## src/ctw_pkg.sv

```systemverilog
// Summary of operation
// - Rate select 00..11 gives periodic period of 2^15..2^18 oscillator cycles.
// - Watchdog times out after seven to eight selected periodic periods.
// - Fifteen-stage counter fed by a divide-by-eight oscillator prescaler.
// - Low eight counter stages readable any time; writes ignored.
// - Power-on clears chain, startup delay 16 or 4064 bus cycles, clear again.
// - Count register advances every eight oscillator cycles, four bus cycles.
// - Overflow event at eighth stage every 2048 oscillator cycles.
// - Watchdog is four extra stages, active only with enable option.
// - Enabled watchdog timing out uncleared resets the device.
// - Writing 0 to the watchdog clear bit clears the watchdog stages.
// - Enabled watchdog keeps counting in run, wait and halt.
// - Stop clears the watchdog and removes its clock during stop.
// - Stop-to-halt option runs stop as halt, watchdog keeps running.
// - High-voltage detect on programming pin turns the watchdog off.
// - Write-only security bit, once set, protects program memory 0700-1fff.
// - Optional-features bit enables comparator port drive and capacitor offset.
// - Overflow flag sets on low-stage rollover ff to 00, interrupts if enabled.
// - Periodic flag sets on selected periodic output, interrupts if enabled.
// - Writing 1 to a flag-clear bit clears its flag; clear bits read 0.
// - Reset sets both rate select bits, longest period and timeout.
package ctw_pkg;
  // Byte addresses on the bus
  localparam logic [3:0] CTW_ADDR_CTRL = 4'h0;
  localparam logic [3:0] CTW_ADDR_COUNT = 4'h4;
  localparam logic [3:0] CTW_ADDR_WDOG = 4'h8;
  // Control register fields
  localparam int CTW_B_OVF_FLAG = 7;
  localparam int CTW_B_PER_FLAG = 6;
  localparam int CTW_B_OVF_IE = 5;
  localparam int CTW_B_PER_IE = 4;
  localparam int CTW_B_OVF_CLR = 3;
  localparam int CTW_B_PER_CLR = 2;
  localparam int CTW_B_SEL_HI = 1;
  localparam int CTW_B_SEL_LO = 0;
  // Watchdog and security fields
  localparam int CTW_B_PROTECT = 2;
  localparam int CTW_B_OPTFEAT = 1;
  localparam int CTW_B_WD_CLR = 0;
  localparam logic [1:0] CTW_SEL_RESET = 2'h3;
  // Bus cycles per count; the oscillator runs at twice the bus rate
  localparam int CTW_PRESCALE_BUS = 4;
  localparam logic [1:0] CTW_PRESCALE_LAST = 2'(CTW_PRESCALE_BUS - 1);
  localparam int CTW_CHAIN_W = 15;
  localparam int CTW_WD_W = 4;
  localparam logic [3:0] CTW_WD_TIMEOUT = 4'h7;
  localparam int CTW_DELAY_SHORT = 16;
  localparam int CTW_DELAY_LONG = 4064;
  localparam logic [12:0] CTW_DELAY_SHORT_C = 13'(CTW_DELAY_SHORT);

  typedef struct packed {
    logic wait_mode;
    logic halt_mode;
    logic stop_mode;
  } ctw_mode_t;

  typedef struct packed {
    logic wd_enable;
    logic stop_to_halt;
    logic long_delay;
  } ctw_option_t;
endpackage

```

## src/ctw_chain.sv

```systemverilog
`timescale 1ns/10ps
// Prescaler plus fifteen-stage counter chain
module ctw_chain
  import ctw_pkg::*;
(
  // Clocking
  input wire logic hclk,
  input wire logic hresetn,
  input wire logic clk_en,
  // Control
  input wire logic clear,
  // State
  output logic [CTW_CHAIN_W-1:0] chain_q,
  output logic tick
);
  logic [1:0] pre_q;

  assign tick = clk_en && !clear && (pre_q == CTW_PRESCALE_LAST);

  always_ff @(posedge hclk or negedge hresetn) begin
    if (!hresetn) begin
      pre_q <= 2'h0;
      chain_q <= '0;
    end else if (clk_en) begin
      if (clear) begin
        pre_q <= 2'h0;
        chain_q <= '0;
      end else begin
        pre_q <= pre_q + 2'h1;
        if (tick) begin
          chain_q <= chain_q + 15'h1;
        end
      end
    end
  end
endmodule

```

## src/ctw_top.sv

```systemverilog
// Our own choices: the AHB-Lite register port and the register addresses.
`timescale 1ns/10ps
module ctw_top
  import ctw_pkg::*;
#(
  parameter int DELAY_LONG = CTW_DELAY_LONG
) (
  // Clock and reset
  input wire logic hclk,
  input wire logic hresetn,
  input wire logic clk_en,
  // AHB-Lite slave
  input wire logic hsel,
  input wire logic [31:0] haddr,
  input wire logic [1:0] htrans,
  input wire logic hwrite,
  input wire logic [2:0] hsize,
  input wire logic [31:0] hwdata,
  input wire logic hready,
  output logic [31:0] hrdata,
  output logic hreadyout,
  output logic hresp,
  // Device status and mask options
  input wire ctw_mode_t mode,
  input wire ctw_option_t options,
  input wire logic prog_voltage_high,
  // Results
  output logic overflow_irq,
  output logic periodic_irq,
  output logic system_reset_req,
  output logic in_startup,
  output logic program_memory_protect,
  output logic optional_features_enable
);
  localparam logic [12:0] DELAY_LONG_C = 13'(DELAY_LONG);

  logic [CTW_CHAIN_W-1:0] chain;
  logic tick;
  logic chain_clear;
  logic [12:0] start_cnt_q;
  logic startup_q;
  logic [12:0] start_limit;
  logic ovf_flag_q;
  logic per_flag_q;
  logic ovf_ie_q;
  logic per_ie_q;
  logic [1:0] sel_q;
  logic protect_q;
  logic opt_q;
  logic [CTW_WD_W-1:0] wd_q;
  logic wd_req_q;
  logic wr_pend_q;
  logic [3:0] wr_addr_q;
  logic rd_addr_ok;
  logic [31:0] rd_mux;
  logic [31:0] rdata_q;
  logic bus_take;
  logic wr_ctrl;
  logic wr_wdog;
  logic per_edge;
  logic ovf_edge;
  logic wd_run;
  logic wd_clear;
  logic wd_timeout;
  logic per_src;

  // Periodic source tap for 2^15..2^18 oscillator cycles, i.e. chain bit 11..14
  function automatic logic per_tap(input logic [CTW_CHAIN_W-1:0] c, input logic [1:0] s);
    per_tap = c[4'd11 + {2'b00, s}];
  endfunction

  // Chain rollover of a tap on the next tick
  function automatic logic roll(input logic [CTW_CHAIN_W-1:0] c, input logic [3:0] b);
    logic [CTW_CHAIN_W-1:0] m;
    m = (15'h1 << b) - 15'h1;
    roll = ((c & m) == m);
  endfunction

  // Startup delay: the chain runs, then is cleared again on release
  assign start_limit = options.long_delay ? DELAY_LONG_C : CTW_DELAY_SHORT_C;

  always_ff @(posedge hclk or negedge hresetn) begin
    if (!hresetn) begin
      start_cnt_q <= 13'h0;
      startup_q <= 1'b1;
    end else if (clk_en && startup_q) begin
      start_cnt_q <= start_cnt_q + 13'h1;
      if (start_cnt_q == start_limit - 13'h1) begin
        startup_q <= 1'b0;
      end
    end
  end

  assign chain_clear = startup_q && (start_cnt_q == start_limit - 13'h1);
  assign in_startup = startup_q;

  ctw_chain u_chain (
    .hclk(hclk),
    .hresetn(hresetn),
    .clk_en(clk_en),
    .clear(chain_clear),
    .chain_q(chain),
    .tick(tick)
  );

  // Events: the low eight stages wrap, and the selected tap wraps
  assign ovf_edge = tick && roll(chain, 4'd8) && !startup_q;
  assign per_src = per_tap(chain, sel_q);
  // The tap falls when it and every stage below it wrap, hence one stage past the tap
  assign per_edge = tick && roll(chain, 4'd12 + {2'b00, sel_q}) && !startup_q;

  // AHB-Lite: zero wait states; writes land at the data phase
  assign bus_take = hsel && hready && htrans[1];
  assign hreadyout = 1'b1;
  assign hresp = 1'b0;
  assign wr_ctrl = wr_pend_q && (wr_addr_q == CTW_ADDR_CTRL);
  assign wr_wdog = wr_pend_q && (wr_addr_q == CTW_ADDR_WDOG);

  always_ff @(posedge hclk or negedge hresetn) begin
    if (!hresetn) begin
      wr_pend_q <= 1'b0;
      wr_addr_q <= 4'h0;
    end else if (clk_en) begin
      wr_pend_q <= bus_take && hwrite;
      wr_addr_q <= haddr[3:0];
    end
  end

  always_ff @(posedge hclk or negedge hresetn) begin
    if (!hresetn) begin
      ovf_ie_q <= 1'b0;
      per_ie_q <= 1'b0;
      sel_q <= CTW_SEL_RESET;
      protect_q <= 1'b0;
      opt_q <= 1'b0;
    end else if (clk_en) begin
      if (wr_ctrl) begin
        ovf_ie_q <= hwdata[CTW_B_OVF_IE];
        per_ie_q <= hwdata[CTW_B_PER_IE];
        sel_q <= hwdata[CTW_B_SEL_HI:CTW_B_SEL_LO];
      end
      if (wr_wdog) begin
        // Sticky until reset, so code cannot unprotect itself
        protect_q <= protect_q | hwdata[CTW_B_PROTECT];
        opt_q <= hwdata[CTW_B_OPTFEAT];
      end
    end
  end

  // Set wins over a clear in the same cycle
  always_ff @(posedge hclk or negedge hresetn) begin
    if (!hresetn) begin
      ovf_flag_q <= 1'b0;
      per_flag_q <= 1'b0;
    end else if (clk_en) begin
      if (ovf_edge) begin
        ovf_flag_q <= 1'b1;
      end else if (wr_ctrl && hwdata[CTW_B_OVF_CLR]) begin
        ovf_flag_q <= 1'b0;
      end
      if (per_edge) begin
        per_flag_q <= 1'b1;
      end else if (wr_ctrl && hwdata[CTW_B_PER_CLR]) begin
        per_flag_q <= 1'b0;
      end
    end
  end

  assign overflow_irq = ovf_flag_q && ovf_ie_q;
  assign periodic_irq = per_flag_q && per_ie_q;

  // Watchdog: four stages clocked by the periodic tap
  assign wd_run = options.wd_enable && !prog_voltage_high && !startup_q
    && !(mode.stop_mode && !options.stop_to_halt);
  assign wd_clear = !wd_run || wd_req_q || (wr_wdog && !hwdata[CTW_B_WD_CLR]);
  // Clear lands mid-period, so the 8th edge comes 7 to 8 periods later
  assign wd_timeout = wd_run && per_edge && (wd_q == CTW_WD_TIMEOUT) && !wd_clear;

  always_ff @(posedge hclk or negedge hresetn) begin
    if (!hresetn) begin
      wd_q <= 4'h0;
      wd_req_q <= 1'b0;
    end else if (clk_en) begin
      wd_req_q <= wd_timeout;
      if (wd_clear) begin
        wd_q <= 4'h0;
      end else if (per_edge) begin
        wd_q <= wd_q + 4'h1;
      end
    end
  end

  assign system_reset_req = wd_req_q;
  assign program_memory_protect = protect_q;
  assign optional_features_enable = opt_q;

  // Read data registered at the address phase
  assign rd_addr_ok = (haddr[3:0] == CTW_ADDR_CTRL) || (haddr[3:0] == CTW_ADDR_COUNT)
    || (haddr[3:0] == CTW_ADDR_WDOG);
  always_comb begin
    rd_mux = 32'h0;
    case (haddr[3:0])
      CTW_ADDR_CTRL: begin
        rd_mux[CTW_B_OVF_FLAG] = ovf_flag_q;
        rd_mux[CTW_B_PER_FLAG] = per_flag_q;
        rd_mux[CTW_B_OVF_IE] = ovf_ie_q;
        rd_mux[CTW_B_PER_IE] = per_ie_q;
        rd_mux[CTW_B_SEL_HI:CTW_B_SEL_LO] = sel_q;
      end
      CTW_ADDR_COUNT: begin
        rd_mux[7:0] = chain[7:0];
      end
      default: begin
        rd_mux = 32'h0;
      end
    endcase
  end

  always_ff @(posedge hclk or negedge hresetn) begin
    if (!hresetn) begin
      rdata_q <= 32'h0;
    end else if (clk_en && bus_take && !hwrite) begin
      rdata_q <= rd_addr_ok ? rd_mux : 32'h0;
    end
  end

  assign hrdata = rdata_q;

  logic unused_ok;
  assign unused_ok = ^{hsize, haddr[31:4], per_src, mode.wait_mode, mode.halt_mode};

  // Checks: prescaler and chain
  // The startup clear restarts the prescaler, so a cleared cycle voids the period check
  AST_PRESCALE: assert property (@(posedge hclk) disable iff (!hresetn)
    (clk_en && tick) ##1 ((clk_en && !chain_clear) [*4]) |-> tick)
    else $error("prescale period wrong");
  AST_CHAIN_STEP: assert property (@(posedge hclk) disable iff (!hresetn)
    (clk_en && tick) |=> chain == $past(chain) + 15'h1)
    else $error("chain did not step");
  AST_CHAIN_HOLD: assert property (@(posedge hclk) disable iff (!hresetn)
    (clk_en && !tick && !chain_clear) |=> chain == $past(chain))
    else $error("chain moved between ticks");
  AST_CHAIN_CLEAR: assert property (@(posedge hclk) disable iff (!hresetn)
    (clk_en && chain_clear) |=> chain == 15'h0)
    else $error("chain not cleared at startup end");
  AST_FREEZE: assert property (@(posedge hclk) disable iff (!hresetn)
    !clk_en |=> chain == $past(chain) && sel_q == $past(sel_q) && wd_q == $past(wd_q)
      && ovf_flag_q == $past(ovf_flag_q) && per_flag_q == $past(per_flag_q))
    else $error("state moved without clock enable");

  // Checks: control register and flags
  AST_SEL_RESET: assert property (@(posedge hclk) $rose(hresetn) |-> sel_q == 2'h3)
    else $error("rate select not reset high");
  AST_SEL_WRITE: assert property (@(posedge hclk) disable iff (!hresetn)
    (clk_en && wr_ctrl) |=> sel_q == $past(hwdata[CTW_B_SEL_HI:CTW_B_SEL_LO]))
    else $error("rate select not written");
  AST_OVF_SET: assert property (@(posedge hclk) disable iff (!hresetn)
    (clk_en && ovf_edge) |=> ovf_flag_q) else $error("overflow flag not set");
  AST_OVF_WRAP: assert property (@(posedge hclk) disable iff (!hresetn)
    (clk_en && ovf_edge) |=> chain[7:0] == 8'h00)
    else $error("overflow not at low stage wrap");
  AST_PER_SET: assert property (@(posedge hclk) disable iff (!hresetn)
    (clk_en && per_edge) |=> per_flag_q) else $error("periodic flag not set");
  AST_PER_WRAP: assert property (@(posedge hclk) disable iff (!hresetn)
    (clk_en && per_edge) |=> chain[11:0] == 12'h000)
    else $error("periodic event before its tap wraps");
  AST_FLAG_CLR: assert property (@(posedge hclk) disable iff (!hresetn)
    (clk_en && wr_ctrl && hwdata[CTW_B_OVF_CLR] && !ovf_edge) |=> !ovf_flag_q)
    else $error("overflow flag not cleared");
  AST_PER_CLR: assert property (@(posedge hclk) disable iff (!hresetn)
    (clk_en && wr_ctrl && hwdata[CTW_B_PER_CLR] && !per_edge) |=> !per_flag_q)
    else $error("periodic flag not cleared");
  AST_RD_CLR_BITS: assert property (@(posedge hclk) disable iff (!hresetn)
    (clk_en && bus_take && !hwrite && haddr[3:0] == CTW_ADDR_CTRL)
      |=> !hrdata[CTW_B_OVF_CLR] && !hrdata[CTW_B_PER_CLR])
    else $error("flag clear bits read back set");

  // Checks: watchdog
  AST_WD_CLR: assert property (@(posedge hclk) disable iff (!hresetn)
    (clk_en && wr_wdog && !hwdata[CTW_B_WD_CLR]) |=> wd_q == 4'h0 && !system_reset_req)
    else $error("watchdog not cleared");
  AST_WD_OFF: assert property (@(posedge hclk) disable iff (!hresetn)
    (clk_en && (prog_voltage_high || !options.wd_enable)) |=> wd_q == 4'h0)
    else $error("watchdog runs while off");
  AST_WD_STEP: assert property (@(posedge hclk) disable iff (!hresetn)
    (clk_en && per_edge && !wd_clear) |=> wd_q == $past(wd_q) + 4'h1)
    else $error("watchdog did not step on periodic event");
  AST_WD_REQ: assert property (@(posedge hclk) disable iff (!hresetn)
    (clk_en && wd_timeout) |=> system_reset_req)
    else $error("timeout without reset request");
  AST_WD_GATE: assert property (@(posedge hclk) disable iff (!hresetn)
    (clk_en && !options.wd_enable) |=> !system_reset_req)
    else $error("reset request with watchdog disabled");
  AST_WD_PULSE: assert property (@(posedge hclk) disable iff (!hresetn)
    system_reset_req && clk_en |=> !system_reset_req && wd_q == 4'h0)
    else $error("reset request not single");
  AST_STOP: assert property (@(posedge hclk) disable iff (!hresetn)
    (clk_en && mode.stop_mode && !options.stop_to_halt) |=> wd_q == 4'h0)
    else $error("watchdog runs in stop");

  // Checks: security, options and read-back
  AST_PROTECT: assert property (@(posedge hclk) disable iff (!hresetn)
    protect_q |=> protect_q)
    else $error("protection dropped");
  AST_OPT_WR: assert property (@(posedge hclk) disable iff (!hresetn)
    (clk_en && wr_wdog) |=> optional_features_enable == $past(hwdata[CTW_B_OPTFEAT]))
    else $error("optional features bit not written");
  AST_COUNT_RD: assert property (@(posedge hclk) disable iff (!hresetn)
    (clk_en && bus_take && !hwrite && haddr[3:0] == CTW_ADDR_COUNT) |=> hrdata[31:8] == 24'h0)
    else $error("count read high bits");
  AST_WDOG_RD: assert property (@(posedge hclk) disable iff (!hresetn)
    (clk_en && bus_take && !hwrite && haddr[3:0] == CTW_ADDR_WDOG) |=> hrdata == 32'h0)
    else $error("write-only register read back nonzero");

  COV_TIMEOUT: cover property (@(posedge hclk) disable iff (!hresetn) system_reset_req);
  COV_OVF: cover property (@(posedge hclk) disable iff (!hresetn) overflow_irq);
  COV_PER: cover property (@(posedge hclk) disable iff (!hresetn) periodic_irq);
  COV_WD_CLEARED: cover property (@(posedge hclk) disable iff (!hresetn)
    clk_en && wr_wdog && !hwdata[CTW_B_WD_CLR] && wd_q != 4'h0);
  COV_STARTUP_END: cover property (@(posedge hclk) disable iff (!hresetn) $fell(startup_q));
endmodule

```

## config.mk

```make
export PLATFORM = sky130hd
export DESIGN_NAME = ctw_top
export DESIGN_NICKNAME = d
export VERILOG_FILES = /design/src/ctw_pkg.sv /design/src/ctw_chain.sv /design/src/ctw_top.sv
export SDC_FILE = /design/constraint.sdc
export NUM_CORES = 1
export LEC_CHECK = 0
export BUFFER_PORTS_ARGS = -buffer_cell sky130_fd_sc_hd__buf_4
export CAP_MARGIN = 10
export CORE_MARGIN = 2
export CORE_UTILIZATION = 40
export DETAILED_ROUTE_END_ITERATION = 8
export PLACE_DENSITY = 0.68
export SYNTH_ARGS = -nofsm -noshare
export SYNTH_HDL_FRONTEND = slang
export SYNTH_SLANG_ARGS = --single-unit
```

## constraint.sdc

```tcl
create_clock -name hclk -period 1.9 [get_ports hclk]
set_clock_uncertainty 0.1 [all_clocks]
set_input_delay 0.095 -clock hclk [delete_from_list [all_inputs] [get_ports hclk]]
set_output_delay 0.095 -clock hclk [all_outputs]
set_load 0.1 [all_outputs]
```

Word level (Yosys, flattened, before mapping)
Cells that the tools add are included.

Bits in registers: 81. Input port bits: 82. Output and inout bits: 40. Logic and storage cells: 101.

$add $sub $neg: 7. Eq/ne operators: 8. Shift operators: 1. Mux-type cells: 14. Bitwise gates (word level): 2. Reduce and logical (&&, ||, !) cells: 53.

Operators with widths (count): $mux 15 (2); $logic_and 1x1->1 (27); $add 15x1->15 const B (1); $and 15x15->15 (1); $eq 15x15->1 (1); $shl 1x4->15 const A (1); $sub 15x1->15 const B (1); $reduce_and 2->1 (7); $add 13x1->13 const B (1); $eq 13x13->1 (1); $sub 12x1->13 const B (1); $mux 12 (1); $logic_not 1->1 (9); $eq 4x3->1 const B (2); $eq 4x4->1 const B (2); $eq 8x8->1 const B (1); $logic_not 4->1 (2); $mux 4 (2); $mux 8 (1); $pmux 4 s2 (1); $reduce_bool 2->1 (4); $add 3x3->4 const A (1); $add 4x1->4 const B (1); $logic_or 1x1->1 (4); 6 further kinds (10).

Depth between registers and ports, before layout
Gate-level depths: netlist (run 1).

Depth after elaboration: 12. Depth in mapped cells: 7. Mapped depth without buffers: 6.

By module
From an unflattened synthesis (run 1), not the netlist that was laid out.

Cell total of the unflattened synthesis: 308. Area, all modules: 3066.7 sq um.

By module, submodules not included: ctw_top (instances 1, cells an instance 206, area an instance 2124.5 sq um, sequential area each 1004.7 sq um); ctw_chain (instances 1, cells an instance 102, area an instance 942.2 sq um, sequential area each 425.4 sq um).

Worst setup path after synthesis (run 1)
OpenSTA, ideal clock, no wires.

Kind: flip-flop to flip-flop. From: register wd_req_q, in the netlist system_reset_req. To: register wd_q[0]. Library setup time: 0.083 ns. Arrival: 1.946 ns. Required time: 1.717 ns. Path slack: -0.229 ns. Cell stages (with the launch flop): 6. Period minus slack after synthesis: 2.129 ns. Path through: dfrtp_1 > or4b_4 > a221o_1 > a31oi_1 > o21ai_0 > o21ai_0.

Word-level cells in the longest chain between the ends: 4.

Ends and longest elaborated chain: start: declaration (RTL line ctw_top.sv:51) `logic wd_req_q;`; start signal: assignment (RTL line ctw_top.sv:184) `wd_req_q <= wd_timeout;`; $logic_or 1x1->1 * (2 in series) (RTL line ctw_top.sv:175) `assign wd_clear = !wd_run || wd_req_q || (wr_wdog && !hwdata[CTW_B_WD_CLR]);`; $reduce_bool 2->1 (no line); $reduce_and 2->1 (no line); end signal: assignment (RTL line ctw_top.sv:188) `wd_q <= wd_q + 4'h1;`; end: declaration (RTL line ctw_top.sv:50) `logic [CTW_WD_W-1:0] wd_q;`.

Every way passes the cells marked *; elsewhere a longest branch is shown, timed or not. A chain may end at the register's enable or synchronous reset.

Worst setup path in the final report (run 1)
From: register startup_q, in the netlist in_startup. To: register wd_q[0].

Word-level cells in the longest chain between the ends: 8.

Ends and longest elaborated chain: start: declaration (RTL line ctw_top.sv:41) `logic startup_q;`; start signal: assignment (RTL line ctw_top.sv:85) `startup_q <= 1'b1;`; start signal: assignment (RTL line ctw_top.sv:89) `startup_q <= 1'b0;`; $logic_and 1x1->1 or $logic_not 1->1 (tied branches) (RTL line ctw_top.sv:94, ctw_top.sv:110, ctw_top.sv:173); $logic_not 1->1 or $logic_and 1x1->1 (tied branches) (RTL line ctw_chain.sv:18, ctw_top.sv:173); $logic_and 1x1->1, on equally long branches (RTL line ctw_chain.sv:18, ctw_top.sv:174); $logic_and 1x1->1 or $logic_not 1->1 (tied branches) (RTL line ctw_chain.sv:18, ctw_top.sv:175); $logic_and 1x1->1 or $logic_or 1x1->1 (tied branches) (2 in series) (RTL line ctw_top.sv:110, ctw_top.sv:175); $reduce_bool 2->1 (no line); $reduce_and 2->1 (no line).

Parallel ways exist; a longest one is shown, timed or not.

==> results.toml, run 1 <==
[detailed_routing]
first_pass_iters = 4
via_count = 2373
remaining_drc_errors = 0
highest_layer = "met4"
drtIter0Drc = 189
drt-met1-wl_um = 2894
met2_length_um = 3167
viasPerCell = 5.017
wl_per_cell_um = 13.75
final_antenna_net_count = 0
drt_wl_total_um = 6506
wl_met3_um = 379

[floorplanning]
boundaryPins = 122
die_h_um = 91.19
start_util_pct = 41.70
coreArea_sq_mm = 0.007292
die_area_sq_mm = 0.008315
die_w_um = 91.19
placementRows = 31

[synthesis]
synth-seq-cells = 57
postSynthAreaPerCell_sq_um = 10.20
yosysSeqAreaShare_pct = 47.04
synth.area.top_cells = "dfrtp_1 (44%), buf_4 (6.7%), nand2_1 (4.2%)"
synth.distinct_cells = 56
dominantRegCellSynth = "dfrtp_1"
ys_warn_count = 0
netlist_area_sq_mm = 0.003040
synth_top_area_share_pct = 44.44
yosys.area.top_type = "dfrtp_1"
synthesis.instances = 298
synth-edff-count = 0
ys_async_sr_fraction_pct = 100.0

[placement]
place_hpwl_um = 4481
dp_cells = 444
port_buffers = 35
gp_congestion = 0.8215
dpl_worst_slack_ns = -0.03804

[sta]
min_period_ns = 1.947
grt_setup_unrepaired = "yes"
hold_viol_final = 0
fin_hold_ws_ns = 0.01447
max_slew_margin_pct = 52.41
fin_ws_ns = -0.04683
final.setup.tns_ns = -0.06553
slew_violations = 0
worst_pin_slew_ns = 0.7139
max_freq_mhz = 513.7
setup_viol = 2
timing.final.crit_share_pct = 102.5

[global_route]
grt_pass1_wl_um = 11100
grt_usage_pct = 16.76
globalRouteOverflowTotal = 0
grt_max_degree = 58
antenna_found_initial = 0
grt_pass1_vias = 2394

[min_path]
min_path_cells = 2
hp-class = "in2reg"
worstHoldStart = "haddr[2]"

[critical_path]
ff2ff_path_depth = 5
worstSetupPathType = "reg2reg"
setup.worst_path.start = "in_startup"
critPathLaunchType = "register"
cp.arrival_ns = 2.10
crit-reg2reg-launch = "in_startup"
crit_required_ns = 2.05
critPathMaxFanout = 3
cp-end-kind = "register"

[finish]
antenna_cells = 0
nNetsFinal = 456
drive_gt1_share_pct = 29.41
fin_cells = 473
layout_common_cells = "buf_4 (62), dfrtp_1 (53), nand2_1 (34)"
utilization_pct = 52.87
syn2layout_area_growth_pct = 26.79
ff_latch_area_sq_mm = 0.001438
multi_input_area_sq_mm = 0.001465
fill_cells = 659
layout_commonest_cell = "buf_4"

[status]
violations = "setup timing"
status = "finished with violations"

[clock_network]
clock_sinks = 57
clockBufferDepth = 2
htree_levels = 3
cts_made_buffers = 9
clk_pin_slew_ns = 0.06
clock-root-buffer = "clkbuf_8"
insertion_delay_ns = 0.34
cts_tree = "built"

[power_and_ir_drop]
p_per_area_mw_per_mm2 = 923.8
power_leakage_nw = 1.778
peakVddDrop_uv = 545.1

[flow_run]
maxCapViolCount = 0
worst max-delay path, cell delays in order (launching register included):
cell     delay (ns)
dfstp_4        0.46
or4b_4         0.53
a221o_1        0.36
a31oi_2        0.23
o21ai_1        0.08
o21ai_1        0.10
cells in the mapped netlist, drive strengths merged, types with 3 or more instances:
| cell type | number |
|---|---|
| mux2 | 10 |
| o2bb2ai | 6 |
| mux2i | 8 |
| a31oi | 3 |
| nand4 | 9 |
| buf | 31 |
| nor3 | 4 |
| dfrtp | 54 |
| or3 | 4 |
| o311ai | 5 |
| ha | 4 |
| nor2b | 4 |
| clkbuf | 7 |
| a21oi | 5 |
| and2 | 3 |
| nand2 | 35 |
| dfstp | 3 |
| o21ai | 13 |
| inv | 10 |
| o31ai | 10 |
| nand3 | 20 |
| xnor2 | 10 |
| and3 | 3 |
| a22o | 3 |
| nor2 | 8 |
metal layers:
layer	track usage (%)	up-vias
met2	28.27	67
met4	4.798	0
met1	20.96	1140
li1	-	1159
met5	0	-
met3	4.813	7
through the flow:
step	area [sq um]	total power, mW
6_report	3855	3.561
5_1_grt	3855	3.754
4_1_cts	3807	3.582
3_5_place_dp	3468	2.423
3_3_place_gp	3468	2.402
2_1_floorplan	3144	2.184
path summary, 6_finish.rpt:
check / endpoint / slack (ns)
setup / recovery: wd_q[0] / -0.05
hold / removal: wr_addr_q[2] / 0.01
setup reg to reg: wd_q[0] / -0.05
hold reg to reg: start_cnt_q[3] / 0.37
max in group asynchronous: system_reset_req / 0.90
min in group asynchronous: hrdata[4] / 0.25
logic make-up (layout without fill, tap and decap cells):
family	after synthesis	in the layout	synth area share (%)
compound gates	56	56	13.42
xor+xnor	12	12	3.457
fa+ha+maj	4	4	1.646
buf+inv	48	100	9.711
flops	57	57	47.04
mux	18	18	6.338
other cells	2	26	0.2470
simple gates	101	101	18.15
where the power goes:
part	internal [mW]	switching, mW
sequential	1.35	0.0820
clock	0.665	0.462
combinational	0.332	0.673
total	2.34	1.22
state kept, by name (all words and copies together), names as in the netlist, 2 cells and up:
signal / cells
hrdata: 8
sel_q: 2
start_cnt_q: 13
u_chain.chain_q: 15
u_chain.pre_q: 2
wd_q: 4
wr_addr_q: 4
cell type report:
class / count / share of cell area, %
Clock buffer: 12 / 4.025
Tap cell: 99 / 3.213
Sequential cell: 57 / 37.29
Inverter: 10 / 0.9737
Timing Repair Buffer: 75 / 15.45
Clock inverter: 3 / 1.039
Multi-Input combinational cell: 217 / 38.01
repair_timing:
action	in CTS	in global routing
pin swaps	2	3
setup buffers	1	0
gates resized for setup	5	10
hold endpoints to repair	68	0
setup endpoints to repair	2	15
hold buffers	13	0
Power figures use the tool's default switching activity.
==> inputs of run 2 (changes only) <==
--- a/config.mk
+++ b/config.mk
@@ -11,6 +11,7 @@
 export CORE_UTILIZATION = 40
 export DETAILED_ROUTE_END_ITERATION = 8
 export PLACE_DENSITY = 0.68
+export SETUP_SLACK_MARGIN = 0.1
 export SYNTH_ARGS = -nofsm -noshare
 export SYNTH_HDL_FRONTEND = slang
 export SYNTH_SLANG_ARGS = --single-unit
==> results.toml, run 2 (synthesis gave the netlist of run 1 again) <==
[status]
status = "finished with violations"
violations = "setup timing"

[sta]
fin_hold_ws_ns = 0.007969
hold_viol_final = 0
worst_pin_slew_ns = 0.5537
timing.final.crit_share_pct = 100.1
final.setup.tns_ns = -0.001261
grt_setup_unrepaired = "yes"
fin_ws_ns = -0.001261
max_slew_margin_pct = 63.09
slew_violations = 0
min_period_ns = 1.901
setup_viol = 1
max_freq_mhz = 526.0

[finish]
largest_register = "u_chain.chain_q"
utilization_pct = 53.52
largest_reg_flops = 15
drive_gt1_share_pct = 30.95
antenna_cells = 0
stdcell_area_sq_mm = 0.003902
nNetsFinal = 459
syn2layout_area_growth_pct = 28.35
layout_common_cells = "buf_4 (62), dfrtp_1 (53), nand2_1 (33)"
layout_commonest_cell = "buf_4"

[placement]
place_hpwl_um = 4566
gp_congestion = 0.8493
post_dp_cell_area_sq_mm = 0.003477
port_buffers = 35

[global_route]
grt_usage_pct = 16.99
globalRouteOverflowTotal = 0
grt_pass1_wl_um = 11270
grt_pass1_vias = 2400
antenna_found_initial = 0
grt_max_degree = 44

[min_path]
hp-class = "in2reg"

[flow_run]
maxCapViolCount = 0

[critical_path]
slowest_delay_ns = 0.54
critPathTopFamily = "compound AO/OA/AOI/OAI gates"
crit_buf_inv = 0
crit_top_cell = "o21ai_1"
cp_slowest_cell = "or4b_4"
cp.arrival_ns = 2.05
critPathLaunchType = "register"
cp-end-kind = "register"
crit_required_ns = 2.05
worstSetupPathType = "reg2reg"
cp_cell_sequence = "or4b_4, a221o_1, a31oi_2, o21ai_1, o21ai_1"
critPathMaxFanout = 3

[power_and_ir_drop]
peakVddDrop_uv = 383.7
power_leakage_nw = 1.807
p_per_area_mw_per_mm2 = 889.0

[clock_network]
clockBufferDepth = 2
clk_pin_slew_ns = 0.07
cts_made_buffers = 9
htree_levels = 3
clock-root-buffer = "clkbuf_8"
cts_tree = "built"
clock_sinks = 57
insertion_delay_ns = 0.33

[detailed_routing]
wl_per_cell_um = 13.86
drt_wl_total_um = 6613
final_antenna_net_count = 0
drtIter0Drc = 148
viasPerCell = 5.055
remaining_drc_errors = 0
via_count = 2411
first_pass_iters = 5

[floorplanning]
die_h_um = 91.19
die_w_um = 91.19
boundaryPins = 122
coreArea_sq_mm = 0.007292
die_area_sq_mm = 0.008315
placementRows = 31
start_util_pct = 41.70
run 2: cell count changes in the layout (fill, tap and decap cells not counted), sizes merged:
| cell | before | now |
|---|---|---|
| buf | 62 | 64 |
| bufinv | 1 | 0 |
| clkbuf | 12 | 13 |
| clkinv | 2 | 3 |
| dlygate4sd3 | 13 | 14 |
run 2: metrics by stage:
stage	total power [mW]	worst slack (ns)	cells
final	3.469	-0.001261	477
after detailed placement	2.426	0.007151	443
after CTS	3.466	-0.002192	473
after global placement	2.407	0.04760	443
after floorplan	2.184	0.0008308	322
after global routing	3.659	-0.09949	477
run 2: layer usage:
layer  vias up  wire (um)  GRT usage [%]
met5         -          0              0
met4         0        123          5.934
met3        14        369          4.647
met2        73       3163          27.04
met1      1149       2958          22.32
li1       1175          -              -
run 2: repair_timing:
action,in CTS,in global routing
gates cloned,0,1
hold endpoints to repair,53,0
endpoints found under the setup margin,17,26
pin swaps,1,3
resized for setup,9,17
hold buffers,14,0
setup buffers,0,3
run 2: power breakdown:
part / leakage [nW] / switching (mW) / internal, mW / total (mW)
Sequential: 0.710 / 0.0846 / 1.35 / 1.43
Clock: 0.0932 / 0.464 / 0.538 / 1.00
Combinational: 1.00 / 0.687 / 0.349 / 1.04
run 2: cell type report:
cell class                 instances  area [sq um]
multi-input combinational        217          1501
clock buffer                      13         158.9
inverter                          10         37.54
tap                               99         123.9
timing repair buffer              78         628.1
fill                             650          3390
clock inverter                     3         15.01
sequential                        57          1438
run 2: final timing paths:
kind	depth (start not counted)	slack, ns	start	to
worst max-delay path	5	-0.001	in_startup	wd_q[0]
worst min-delay path	2	0.008	haddr[2]	wr_addr_q[2]
worst max register to register	5	-0.001	in_startup	wd_q[0]
worst min register to register	1	0.38	program_memory_protect	program_memory_protect
max in group asynchronous	3	0.97	hresetn	u_chain.chain_q[14]
min in group asynchronous	2	0.18	hresetn	start_cnt_q[11]
==> inputs of run 3 (changes only) <==
--- a/config.mk
+++ b/config.mk
@@ -6,11 +6,11 @@
 export NUM_CORES = 1
 export LEC_CHECK = 0
 export BUFFER_PORTS_ARGS = -buffer_cell sky130_fd_sc_hd__buf_4
-export CAP_MARGIN = 10
+export CAP_MARGIN = 20
 export CORE_MARGIN = 2
 export CORE_UTILIZATION = 40
 export DETAILED_ROUTE_END_ITERATION = 8
-export PLACE_DENSITY = 0.68
+export PLACE_DENSITY = 0.7
 export SETUP_SLACK_MARGIN = 0.1
 export SYNTH_ARGS = -nofsm -noshare
 export SYNTH_HDL_FRONTEND = slang
==> constraint.sdc (replaced) <==
create_clock -name hclk -period 1.7 [get_ports hclk]
set_clock_uncertainty 0.1 [all_clocks]
set_input_delay 0.085 -clock hclk [delete_from_list [all_inputs] [get_ports hclk]]
set_output_delay 0.085 -clock hclk [all_outputs]
set_load 0.1 [all_outputs]
==> results.toml, run 3 (synthesis gave the netlist of run 1 again) <==
[placement]
gp_congestion = 0.8159
post_dp_cell_area_sq_mm = 0.003762
place_hpwl_um = 4991
dpl_worst_slack_ns = -0.1480
port_buffers = 35

[power_and_ir_drop]
p_switching_mw = 1.376
peakVddDrop_uv = 475.8
power_leakage_nw = 2.018
p_per_area_mw_per_mm2 = 936.9
power.share.clock_pct = 29.2
intPower_mw = 2.599
switching_share_pct = 34.62
seqPwrFrac_pct = 40.2
pwr-share-comb_pct = 30.6

[global_route]
grt_pass1_wl_um = 12290
grt_pass1_vias = 2585
globalRouteOverflowTotal = 0
grt_usage_pct = 18.54
antenna_found_initial = 0
grt_max_degree = 36

[detailed_routing]
via_count = 2566
highest_layer = "met4"
drt_wl_total_um = 7070
drt-met1-wl_um = 3153
remaining_drc_errors = 0
final_antenna_net_count = 0
viasPerCell = 5.091
drtIter0Drc = 189
met2_length_um = 3545
wl_met3_um = 342
wl_per_cell_um = 14.03
first_pass_iters = 4

[critical_path]
slowest_delay_ns = 0.53
cp.arrival_ns = 2.04
cp_cell_sequence = "or4b_4, a221o_1, a31oi_2, o21ai_1, o21ai_1"
cp-end-kind = "register"
crit_top_cell = "o21ai_1"
crit_buf_inv = 0
crit_required_ns = 1.86
critPathMaxFanout = 3
worstSetupPathType = "reg2reg"
critPathTopFamily = "compound AO/OA/AOI/OAI gates"
cp_slowest_cell = "or4b_4"
critPathLaunchType = "register"

[floorplanning]
die_w_um = 91.19
coreArea_sq_mm = 0.007292
placementRows = 31
boundaryPins = 122
start_util_pct = 41.70
die_h_um = 91.19
die_area_sq_mm = 0.008315

[sta]
setup_viol = 23
final.setup.tns_ns = -1.802
slew_violations = 0
max_freq_mhz = 533.5
timing.final.crit_share_pct = 110.3
fin_hold_ws_ns = 0.06640
fin_ws_ns = -0.1745
hold_viol_final = 0
min_period_ns = 1.875
grt_setup_unrepaired = "yes"

[finish]
largest_reg_flops = 15
multi_input_area_sq_mm = 0.001584
fill_cells = 612
antenna_cells = 0
layout_common_cells = "buf_4 (83), dfrtp_1 (53), nand2_1 (31)"
drive_gt1_share_pct = 38.02
nNetsFinal = 486
syn2layout_area_growth_pct = 39.55
stdcell_area_sq_mm = 0.004243
largest_register = "u_chain.chain_q"
ff_latch_area_sq_mm = 0.001438
layout_commonest_cell = "buf_4"

[min_path]
hp-class = "in2reg"

[clock_network]
cts_tree = "built"
insertion_delay_ns = 0.33
clock-root-buffer = "clkbuf_8"
clk_pin_slew_ns = 0.06
htree_levels = 3
clock_sinks = 57
clockBufferDepth = 2
cts_made_buffers = 9

[flow_run]
maxCapViolCount = 0

[status]
violations = "setup timing"
status = "finished with violations"
-- run 3: cell types whose count changed in the layout (fill, tap and decap cells not counted), sizes merged --
cell	change
buf	+27
clkinv	-3
clkbuf	+3
-- run 3: power by group through the flow --
stage	registers, mW	logic, mW	clock network (mW)
after CTS	1.60	1.21	1.20
after detailed placement	1.62	1.15	0
after floorplan	1.73	0.725	0
after global placement	1.61	1.13	0
final	1.60	1.22	1.16
after global routing	1.61	1.32	1.27
-- run 3: repair_timing --
action                                  in CTS  in global routing
endpoints found under the setup margin      38                 39
pin swaps                                    7                  8
gates resized for setup                     24                  7
hold buffers                                14                  0
setup buffers                                4                  2
endpoints found under the hold margin       71                  0
-- run 3: worst paths after layout --
kind | startpoint | cells after the start | slack, ns | endpoint
min | clk_en | 3 | 0.07 | system_reset_req
max reg2reg | in_startup | 5 | -0.17 | wd_q[1]
min in group asynchronous | hresetn | 2 | 0.14 | start_cnt_q[10]
max | in_startup | 5 | -0.17 | wd_q[1]
max in group asynchronous | hresetn | 3 | 0.87 | hrdata[5]
min reg2reg | hrdata[4] | 2 | 0.38 | hrdata[4]
-- run 3: layout make-up --
class                           count  area share, %
Tap cell                           99          2.919
Multi-Input combinational cell    217          37.33
Sequential cell                    57          33.88
Timing Repair Buffer              105          20.73
Clock buffer                       16          4.247
Inverter                           10         0.8847
-- run 3: metrics by stage --
step	instances	util [%]	total power, mW
finish	504	58.18	3.975
global placement	468	51.60	2.749
global route	504	58.18	4.201
floorplan	322	-	2.453
CTS	502	57.55	4.008
detailed placement	468	51.60	2.771
-- run 3: layer usage --
layer  vias up  track usage, %
met4         0           4.924
met5         -               0
met3         4           5.560
li1       1225               -
met1      1264           24.40
met2        73           29.88
-- run 3: worst register-to-register path, stage by stage (launching register included) --
cell and delay, ns:
dfstp_4 0.47, or4b_4 0.53, a221o_1 0.34, a31oi_2 0.21, o21ai_1 0.08, o21ai_1 0.07
